$ cat config.mk
export PLATFORM = sky130hd
export DESIGN_NAME = osd_scroll_sync_control
export DESIGN_NICKNAME = d
export VERILOG_FILES = /design/src/core/osd_timing_pkg.sv /design/src/core/osd_scroll_sync_control.sv
export VERILOG_INCLUDE_DIRS = /design/src /design/src/core
export SDC_FILE = /design/constraint.sdc
export NUM_CORES = 1
export LEC_CHECK = 0
export ABC_AREA = 1
export BUFFER_PORTS_ARGS = -buffer_cell sky130_fd_sc_hd__buf_4
export CORE_ASPECT_RATIO = 0.9
export CORE_MARGIN = 2
export CORE_UTILIZATION = 50
export DETAILED_ROUTE_END_ITERATION = 6
export GPL_ROUTABILITY_DRIVEN = 1
export PLACE_DENSITY = 0.68
export SLEW_MARGIN = 10
export SYNTH_ARGS = -nofsm -noshare
export SYNTH_HDL_FRONTEND = slang
export SYNTH_SLANG_ARGS = --single-unit
$ cat constraint.sdc
create_clock -name clock -period 8.1 [get_ports clock]
set_input_delay 1.215 -clock clock [delete_from_list [all_inputs] [get_ports clock]]
set_output_delay 1.215 -clock clock [all_outputs]
set_load 0.1 [all_outputs]
$ cat src/core/osd_timing_cfg.svh
// Offsets, field positions, reset values and timing counts of the OSD
// scroll and sync control block.
// Assumes a 16-bit register address and 8-bit data from the processor core.
`ifndef OSD_TIMING_CFG_SVH
`define OSD_TIMING_CFG_SVH

`define ADDR_CONTROL      16'h87f8
`define ADDR_HSYNC_DELAY  16'h87fc
`define ADDR_ALIGN_DELAY  16'h87fd
`define ADDR_SCROLL_ROWS  16'h87fa

`define BIT_BUSY_SEL      6
`define BIT_SCROLL_AREA   5
`define BIT_SCROLL_CTRL   4
`define BIT_BUSY_RD       7
`define BIT_FIELD_RD      5

`define RST_CONTROL       8'h00
`define RST_DELAY         7'h00
`define RST_ROWS          4'h0

`define CHAR_CLKS         8'd12
`define ALIGN_STEP_CLKS   8'd12
`define LINE_CLKS         12'd3178
`define LINES_PER_FIELD   10'd262
`define VBLANK_LINES      10'd21
`define HBLANK_CLKS       12'd600
`define SCROLL_STEP_LINES 4'd8
`define LEAD_TIME_US      4000
`define CLK_MHZ           50
`define LEAD_CLKS         ((`LEAD_TIME_US) * (`CLK_MHZ))

`endif

$ cat src/core/osd_timing_pkg.sv
// Types shared by the OSD scroll and sync control block.
// Assumes the constants header is available to the same compile.
package osd_timing_pkg;
	typedef struct packed {
		logic [15:0] addr;
		logic [7:0]  wdata;
		logic        wr;
		logic        rd;
	} reg_req_t;

	typedef struct packed {
		logic       busy_sel;
		logic       scroll_area;
	} ctrl_t;

	typedef enum logic [1:0] {
		SCR_IDLE,
		SCR_RUN,
		SCR_DONE
	} scroll_state_t;
endpackage

$ cat src/core/osd_scroll_sync_control.sv
// OSD scroll and sync control: register slave, scroll engine, line timing
// with delayed horizontal sync and delayed mid-line pulse.
// Assumes one 50 MHz clock, synchronous reset, same-clock register master.
`include "osd_timing_cfg.svh"
`timescale 1ns/100ps
`default_nettype none

module osd_scroll_sync_control
	import osd_timing_pkg::*;
#(
	parameter int LEAD_CLKS = `LEAD_CLKS
) (
	input  wire logic        clock,
	input  wire logic        srst,
	input  wire reg_req_t    req,
	output var  logic [7:0]  rdata,
	output var  logic        busy,
	output var  logic        scroll_area_enable,
	output var  logic [3:0]  first_scroll_row,
	output var  logic        hsync,
	output var  logic        mid_line_pulse,
	output var  logic        field_odd
);

	//==========================================================
	// Register slave
	ctrl_t         ctrl_ff;
	logic [6:0]    hsd_ff;
	logic [6:0]    oea_ff;
	logic [3:0]    start_row_ff;
	logic [3:0]    stop_row_ff;
	logic [7:0]    rdata_ff;
	logic [7:0]    nxt_rdata;
	logic [7:0]    status_rd;
	logic          wr_ctrl;
	logic          wr_hsync;
	logic          wr_align;
	logic          wr_rows;
	logic          scroll_on;
	logic          busy_ff;
	logic          field_ff;
	logic [3:0]    row_ff;

	// Write decode; control and status fields share one address
	assign wr_ctrl  = req.wr && req.addr == `ADDR_CONTROL;
	assign wr_hsync = req.wr && req.addr == `ADDR_HSYNC_DELAY;
	assign wr_align = req.wr && req.addr == `ADDR_ALIGN_DELAY;
	assign wr_rows  = req.wr && req.addr == `ADDR_SCROLL_ROWS;

	always_ff @(posedge clock) begin
		if (srst) begin
			ctrl_ff <= '0;
		end else if (wr_ctrl) begin
			// Bits 7 and 3..0 are dropped
			ctrl_ff.busy_sel    <= req.wdata[`BIT_BUSY_SEL];
			ctrl_ff.scroll_area <= req.wdata[`BIT_SCROLL_AREA];
		end
	end

	// Bit 7 of both delay registers is reserved and never stored
	always_ff @(posedge clock) begin
		if (srst) begin
			hsd_ff <= `RST_DELAY;
		end else if (wr_hsync) begin
			hsd_ff <= req.wdata[6:0];
		end
	end

	always_ff @(posedge clock) begin
		if (srst) begin
			oea_ff <= `RST_DELAY;
		end else if (wr_align) begin
			oea_ff <= req.wdata[6:0];
		end
	end

	// Scroll window limits
	always_ff @(posedge clock) begin
		if (srst) begin
			start_row_ff <= `RST_ROWS;
		end else if (wr_rows) begin
			start_row_ff <= req.wdata[3:0];
		end
	end

	always_ff @(posedge clock) begin
		if (srst) begin
			stop_row_ff <= `RST_ROWS;
		end else if (wr_rows) begin
			stop_row_ff <= req.wdata[7:4];
		end
	end

	// Status side of the shared address: busy, field, scroll busy, row
	assign status_rd = {busy_ff, 1'b0, field_ff, scroll_on, row_ff};

	always_comb begin
		nxt_rdata = 8'h00;
		if (req.rd) begin
			case (req.addr)
				`ADDR_CONTROL:     nxt_rdata = status_rd;
				`ADDR_HSYNC_DELAY: nxt_rdata = {1'b0, hsd_ff};
				`ADDR_ALIGN_DELAY: nxt_rdata = {1'b0, oea_ff};
				`ADDR_SCROLL_ROWS: nxt_rdata = {stop_row_ff, start_row_ff};
				default:           nxt_rdata = 8'h00;
			endcase
		end
	end

	// Read data stand one cycle and return to zero
	always_ff @(posedge clock) begin
		if (srst) begin
			rdata_ff <= 8'h00;
		end else begin
			rdata_ff <= nxt_rdata;
		end
	end

	//==========================================================
	// Line and field timing
	logic [11:0]   hcnt_ff;
	logic [9:0]    vcnt_ff;
	logic          line_end;
	logic          field_end;

	assign line_end  = hcnt_ff == `LINE_CLKS - 12'd1;
	assign field_end = line_end && vcnt_ff == `LINES_PER_FIELD - 10'd1;

	// Clock count within a line
	always_ff @(posedge clock) begin
		if (srst) begin
			hcnt_ff <= 12'h000;
		end else if (line_end) begin
			hcnt_ff <= 12'h000;
		end else begin
			hcnt_ff <= hcnt_ff + 12'd1;
		end
	end

	// Line count within a field
	always_ff @(posedge clock) begin
		if (srst) begin
			vcnt_ff <= 10'h000;
		end else if (field_end) begin
			vcnt_ff <= 10'h000;
		end else if (line_end) begin
			vcnt_ff <= vcnt_ff + 10'd1;
		end
	end

	// Field toggles once per field
	always_ff @(posedge clock) begin
		if (srst) begin
			field_ff <= 1'b0;
		end else if (field_end) begin
			field_ff <= ~field_ff;
		end
	end

	//==========================================================
	// Delayed sync and mid-line pulse
	logic [11:0]   hsync_pos;
	logic [11:0]   mid_pos;
	logic          hsync_ff;
	logic          mid_ff;

	// Values above 63 are out of range; taken as programmed
	assign hsync_pos = 12'(hsd_ff) * 12'(`CHAR_CLKS);
	assign mid_pos   = 12'(`LINE_CLKS / 2)
		+ 12'(oea_ff) * 12'(`ALIGN_STEP_CLKS);

	// Both pulses are one clock wide, one flip-flop after the compare
	always_ff @(posedge clock) begin
		if (srst) begin
			hsync_ff <= 1'b0;
		end else begin
			hsync_ff <= hcnt_ff == hsync_pos;
		end
	end

	always_ff @(posedge clock) begin
		if (srst) begin
			mid_ff <= 1'b0;
		end else begin
			mid_ff <= hcnt_ff == mid_pos;
		end
	end

	//==========================================================
	// Busy indication with lead time
	logic          in_blank;
	logic [31:0]   to_active;
	logic          nxt_busy;

	// Clocks left until the selected blanking interval ends
	always_comb begin
		if (ctrl_ff.busy_sel) begin
			in_blank  = vcnt_ff < `VBLANK_LINES;
			to_active = 32'(`VBLANK_LINES - vcnt_ff) * 32'(`LINE_CLKS)
				- 32'(hcnt_ff);
		end else begin
			in_blank  = hcnt_ff < `HBLANK_CLKS;
			to_active = 32'(`HBLANK_CLKS - hcnt_ff);
		end
	end

	// Free only inside blanking and more than the lead time before its
	// end, so that an access already started can still finish
	assign nxt_busy = !in_blank || to_active <= 32'(LEAD_CLKS);

	always_ff @(posedge clock) begin
		if (srst) begin
			busy_ff <= 1'b1;
		end else begin
			busy_ff <= nxt_busy;
		end
	end

	//==========================================================
	// Automatic scroll engine
	scroll_state_t state_ff;
	scroll_state_t nxt_state;
	logic [3:0]    nxt_row;
	logic [3:0]    step_ff;
	logic          step_tick;
	logic          stop_hit;
	logic          scroll_start;
	logic          scroll_abort;
	logic          row_bump;

	assign scroll_on    = state_ff == SCR_RUN;
	assign stop_hit     = row_ff == stop_row_ff;
	assign step_tick    = line_end
		&& step_ff == `SCROLL_STEP_LINES - 4'd1;
	// Control bits 7 and 3..0 play no part in these decodes
	assign scroll_start = wr_ctrl && req.wdata[`BIT_SCROLL_CTRL];
	assign scroll_abort = wr_ctrl && !req.wdata[`BIT_SCROLL_CTRL];
	// Zero writes step the row only once a scroll has ended
	assign row_bump     = scroll_abort && state_ff == SCR_DONE;

	always_comb begin
		nxt_state = state_ff;
		nxt_row   = row_ff;
		case (state_ff)
			SCR_IDLE, SCR_DONE: begin
				if (scroll_start) begin
					nxt_state = SCR_RUN;
					nxt_row   = start_row_ff;
				end else if (row_bump) begin
					nxt_row = row_ff + 4'd1;
				end
			end
			SCR_RUN: begin
				if (scroll_abort) begin
					// Same end state as a completed run
					nxt_state = SCR_DONE;
					nxt_row   = stop_row_ff;
				end else if (step_tick && stop_hit) begin
					nxt_state = SCR_DONE;
				end else if (step_tick) begin
					nxt_row = row_ff + 4'd1;
				end
			end
			default: begin
				nxt_state = SCR_IDLE;
				nxt_row   = row_ff;
			end
		endcase
	end

	always_ff @(posedge clock) begin
		if (srst) begin
			state_ff <= SCR_IDLE;
			row_ff   <= 4'h0;
		end else begin
			state_ff <= nxt_state;
			row_ff   <= nxt_row;
		end
	end

	// Lines counted per scroll step; a fresh start begins a new step
	always_ff @(posedge clock) begin
		if (srst) begin
			step_ff <= 4'h0;
		end else if (scroll_start && state_ff != SCR_RUN) begin
			step_ff <= 4'h0;
		end else if (state_ff == SCR_RUN && line_end) begin
			step_ff <= step_tick ? 4'h0 : step_ff + 4'd1;
		end
	end

	//==========================================================
	// Outputs, each from a flip-flop of its own
	always_ff @(posedge clock) begin
		if (srst) begin
			scroll_area_enable <= 1'b0;
		end else begin
			scroll_area_enable <= ctrl_ff.scroll_area;
		end
	end

	always_ff @(posedge clock) begin
		if (srst) begin
			first_scroll_row <= 4'h0;
		end else begin
			first_scroll_row <= row_ff;
		end
	end

	always_ff @(posedge clock) begin
		if (srst) begin
			field_odd <= 1'b0;
		end else begin
			field_odd <= field_ff;
		end
	end

	// Remaining outputs are the flip-flops themselves

	assign rdata          = rdata_ff;
	assign busy           = busy_ff;
	assign hsync          = hsync_ff;
	assign mid_line_pulse = mid_ff;

endmodule

`default_nettype wire

Word level (Yosys, flattened, before mapping)
Index checks and enable logic that the tools add are counted.
- reductions and logical operators: 24
- magnitude comparators: 3
- equality and inequality tests: 18
- $add $sub $neg: 8
- muxes and demuxes: 14
- multipliers: 3
- bitwise gates (word level): 2
- operator list (operator ; number):
    $eq 16x16->1 const B ; 4
    $le 32x18->1 const B ; 1
    $mul 32x11->31 const B ; 1
    $mux 32 ; 1
    $pmux 8 s4 ; 1
    $sub 32x12->32 ; 1
    $mux 4 ; 6
    $mul 7x2->9 const B ; 2
    $sub 10x12->13 const A ; 1
    $add 11x11->12 const A ; 1
    $add 12x1->12 const B ; 1
    $eq 12x11->1 ; 1
    $eq 12x12->1 ; 1
    $eq 12x12->1 const B ; 1
    $logic_and 1x1->1 ; 12
    $lt 12x10->1 const B ; 1
    $sub 5x10->11 const A ; 1
    $add 10x1->10 const B ; 1
    $eq 10x9->1 const B ; 1
    $lt 10x5->1 const B ; 1
    $reduce_or 2->1 ; 5
    $add 4x1->4 const B ; 2
    $pmux 4 s2 ; 1
    $mux 2 ; 3
    17 further kinds ; 21
- input port bits: 28
- output and inout port bits: 17
- bits in registers: 74

Depth between registers and ports, before layout
- word-level depth: 7
- gate-level depth with buffers: 37

Worst setup path after synthesis
Ideal clock, no wire load.
- path kind: reg-to-reg
- start point: register vcnt_ff[1]
- end point: register busy_ff, in the netlist busy
- arrival: 5.639 ns
- buffers on the path: 0
- setup slack: 2.342 ns
- stages on the path, launching flop included: 36
- cell sequence: dfxtp_1 -> ha_1 -> o21ai_1 -> nand3_1 -> nor2_2 -> inv_2 -> nand2_1 -> inv_1 -> ha_1 -> ha_1 -> ha_1 -> fa_1 -> inv_1 -> fa_1 -> inv_1 -> ha_1 -> nand2_1 -> inv_1 -> nand2_1 -> nand3_2 -> xor2_1 -> ha_1 -> a21oi_1 -> nand3_1 -> nor2_1 -> inv_1 -> nor2_1 -> nand2_1 -> nor2_4 -> nand4_1 -> nand2_1 -> clkinv_1 -> nand2_1 -> nor2_1 -> nand3_1 -> nand2_1
- longest elaborated chain between the ends: 6
- ends and longest elaborated chain (item ; line ; RTL):
    start: declaration ; osd_scroll_sync_control.sv:122 ; logic [9:0] vcnt_ff;
    start signal: assignment ; osd_scroll_sync_control.sv:147 ; vcnt_ff <= vcnt_ff + 10'd1;
    $sub 5x10->11 (no source line) ; -- ;
    $mul 32x11->31 ; osd_scroll_sync_control.sv:199 ; to_active = 32'(`VBLANK_LINES - vcnt_ff) * 32'(`LINE_CLKS)
    $sub 32x12->32 ; osd_scroll_sync_control.sv:199 ;
    $mux 32 ; osd_scroll_sync_control.sv:197 ; if (ctrl_ff.busy_sel) begin
    $le 32x18->1 ; osd_scroll_sync_control.sv:209 ; assign nxt_busy = !in_blank || to_active <= 32'(LEAD_CLKS);
    $logic_or 1x1->1 * ; osd_scroll_sync_control.sv:209 ;
    end signal: assignment ; osd_scroll_sync_control.sv:215 ; busy_ff <= nxt_busy;
    end: declaration ; osd_scroll_sync_control.sv:40 ; logic busy_ff;
Mark *: on every way between the ends. The rest lies on a longest branch, timed or not.
A chain may end at the register's enable or synchronous reset.

Worst setup path after layout
Same ends and word-level chain as after synthesis.

==> key figures <==
Status
  – Status: finished, final reports clean

Layout
  – Fill cell count: 1854
  – Multi-input logic area: 6910 um2
  – Storage element area: 1480 um2
  – N_diodes: 0
  – Area delta synth->final: 9.16%
  – Number of nets in the layout: 1677
  – Share of layout cells above drive strength 1: 10.0%

Clock network
  – Root Buffer: clkbuf_16
  – Clk sinks: 74
  – Resize count post-CTS: 0
  – Number of CTS-inserted buffers: 9
  – Clock slew seen by the registers of the worst setup and hold paths: 0.07 ns
  – Hold-fix buffers at CTS: 0
  – Clk buf depth: 2
  – Clk_lat worst skew: 0.34 ns
  – CTS tree: done
  – Setup Buffers After CTS: 0
  – H-tree depth: 3

Floorplanning
  – Core area: 18500 um2
  – Die Y: 135 um
  – Initial core utilization: 51.3%
  – Die area: 20100 um2
  – Die W: 149 um
  – IO Pins: 45
  – Cell Rows: 47

STA
  – Min Clock Period, post-route: 6.40 ns
  – Final setup fails: 0
  – Relative slew slack: 51.7%
  – Hold Vio Cnt, Final: 0
  – Hold Slack: 0.457 ns
  – Slew @ Worst Pin: 0.720 ns
  – RSZ-0062 raised after global routing: false
  – Final worst-path cycle share: 79.1%
  – F_max: 156 MHz
  – Max Transition Viols Final: 0
  – Worst-case clock skew: 0.0100 ns
  – Setup TNS Final: 0 ns

Logic synthesis
  – EDFF count, synth: 0
  – Post-synthesis sequential area ratio: 15.6%
  – Top cells by count, synth: nand2_1 (371), inv_1 (246), nor2_1 (134), ha_1 (113), nand3_1 (93)
  – Most frequent cell after synthesis: nand2_1
  – Mapped Area: 9480 um2
  – Synthesized area per cell: 6.48 um2
  – Synth async-reset ratio: 0%
  – Main synth FF type: dfxtp_1
  – Yosys Warn Count: 0
  – Synth top area share: 15.6%
  – Cells after synthesis: 1462
  – Syn_nets: 1637
  – Seq cells post-synth: 74
  – Distinct cells, synth: 53
  – Largest cells by area after synthesis: dfxtp_1 (16%), ha_1 (15%), nand2_1 (15%)
  – Leading area contributor after synthesis: dfxtp_1

Setup path
  – Worst Path Class, Setup: reg -> reg
  – Slowest cell on crit path: fa_1
  – Crit path required time: 8.33 ns
  – Worst Path Max Fanout: 11
  – Buf/Inv on CP: 6
  – Most used cell, CP: nand2_1
  – Worst Path Arrival: 6.63 ns
  – Crit path launch type: flip-flop
  – Slowest Stage Delay on Critical Path: 0.54 ns
  – CP endpoint kind: flip-flop
  – Delay-heaviest family, CP: adder cells

Pwr
  – P_int: 621 uW
  – Psw: 197 uW
  – PD cells: 79.1 nW/um2
  – Sw Share: 24.1%
  – P_leak: 0.00543 uW
  – Peak supply drop: 114 uV
  – Clock Power Share: 48.9%
  – Tot Pwr: 818 uW
  – Register share of total power: 44.9%
  – Logic pwr share: 6.2%

Global routing
  – Largest net degree at the start of global routing: 26
  – Initial antenna violation count: 0
  – GRT Overall Usage: 24.1%
  – Grt ovf: 0
  – First-pass GRT wire length: 39600 um
  – Vias in the first global route: 8348

Placement
  – Global placement routability congestion: 0.929
  – Post-DP HPWL: 19300 um
  – PortBufs: 44

Routing
  – Detailed Routing Iterations Pass 1: 7
  – Antenna-violating nets left: 0
  – DRC viols: 0
  – Routed length per instance: 13.2 um
  – Drt total wl: 23200 um
  – Vias/cell: 5.12
  – Initial DRC count: 592
  – Vias: 8962

Flow run
  – Max-cap check violation count: 0

Worst hold path
  – Worst Hold Class: reg -> reg
==> sequential cells by signal, summed over array words and instances (netlist names), 4 cells and up <==
| name | flops |
|---|---|
| hcnt_ff | 12 |
| vcnt_ff | 10 |
| rdata | 8 |
| hsd_ff | 7 |
| oea_ff | 7 |
| first_scroll_row | 4 |
| row_ff | 4 |
| start_row_ff | 4 |
| step_ff | 4 |
| stop_row_ff | 4 |
==> per-layer routing <==
layer  share of wire, %  GRT usage [%]  up-vias
met3                5.4           3.85       16
met2                 41           35.8      181
met5                  0              0        -
li1                   -              -     4751
met4                1.0           4.02        0
met1                 53           37.1     4014
==> stage by stage <==
stage	worst slack, ns	util [%]	instance area, um2	cells
after floorplan	2.34	-	9480	1462
after global placement	1.88	54.5	10100	1736
after detailed placement	1.72	54.5	10100	1736
after CTS	1.70	56.0	10300	1751
after global routing	0.944	56.0	10300	1751
final	1.70	56.0	10300	1751
==> power groups by stage <==
stage	Sequential, uW	Clock, uW	Combinational (uW)
after floorplan	379	0	25.2
after global placement	375	0	49.7
after detailed placement	375	0	49.9
after CTS	367	405	50.2
after global routing	367	420	55.8
final	367	400	50.5
==> layout make-up <==
type,instances,area share (%)
Clock buffer,9,2.18
Sequential cell,74,14.3
Tap cell,245,2.96
Clock inverter,6,0.641
Inverter,273,9.90
Timing Repair Buffer,45,3.26
Multi-Input combinational cell,1099,66.7
==> cells by family after synthesis <==
kind of cell,after synthesis,share of synthesized area (%)
DFF,74,15.6
buffers and inverters,289,11.5
and+or+nand+nor,722,34.1
muxes,1,0.106
adders and majority gates,147,22.1
xor gates and xnor gates,66,6.38
AOI/OAI and AO/OA,163,10.2
==> layout by cell type (no fill, tap or decap), types with 4 or more instances in the layout <==
cell type / n
o21ai_0: 41
nand2_2: 19
nor2_2: 13
inv_1: 246
inv_2: 24
ha_1: 113
o211ai_1: 4
xnor2_1: 20
or2_2: 7
a21oi_1: 63
o21bai_1: 5
a211oi_1: 11
nand3_2: 6
nor4_1: 7
o22ai_1: 10
nor3_2: 7
xor2_1: 44
nand4_1: 23
nor3b_1: 6
clkbuf_16: 9
nor2_1: 134
nand3b_1: 4
nor3_1: 19
nor2_4: 5
fa_1: 34
o21ai_1: 5
nand3_1: 93
dfxtp_1: 74
a221oi_1: 7
buf_4: 45
nand2_1: 371
==> worst paths after layout <==
path / startpoint / end / slack [ns] / depth (start not counted)
worst min register to register: ctrl_ff[0] / scroll_area_enable / 0.46 / 2
worst min-delay path: ctrl_ff[0] / scroll_area_enable / 0.46 / 2
worst max register to register: vcnt_ff[1] / busy / 1.70 / 37
worst max-delay path: vcnt_ff[1] / busy / 1.70 / 37
==> worst min-delay path, delay by kind of cell, from the launching register on <==
family / cells / cell delay [ns]
flip-flops: 1 / 0.30
buffers and inverters: 1 / 0.06
AND/OR/NAND/NOR: 1 / 0.05
Note: power is estimated with default switching activity, not from simulation.
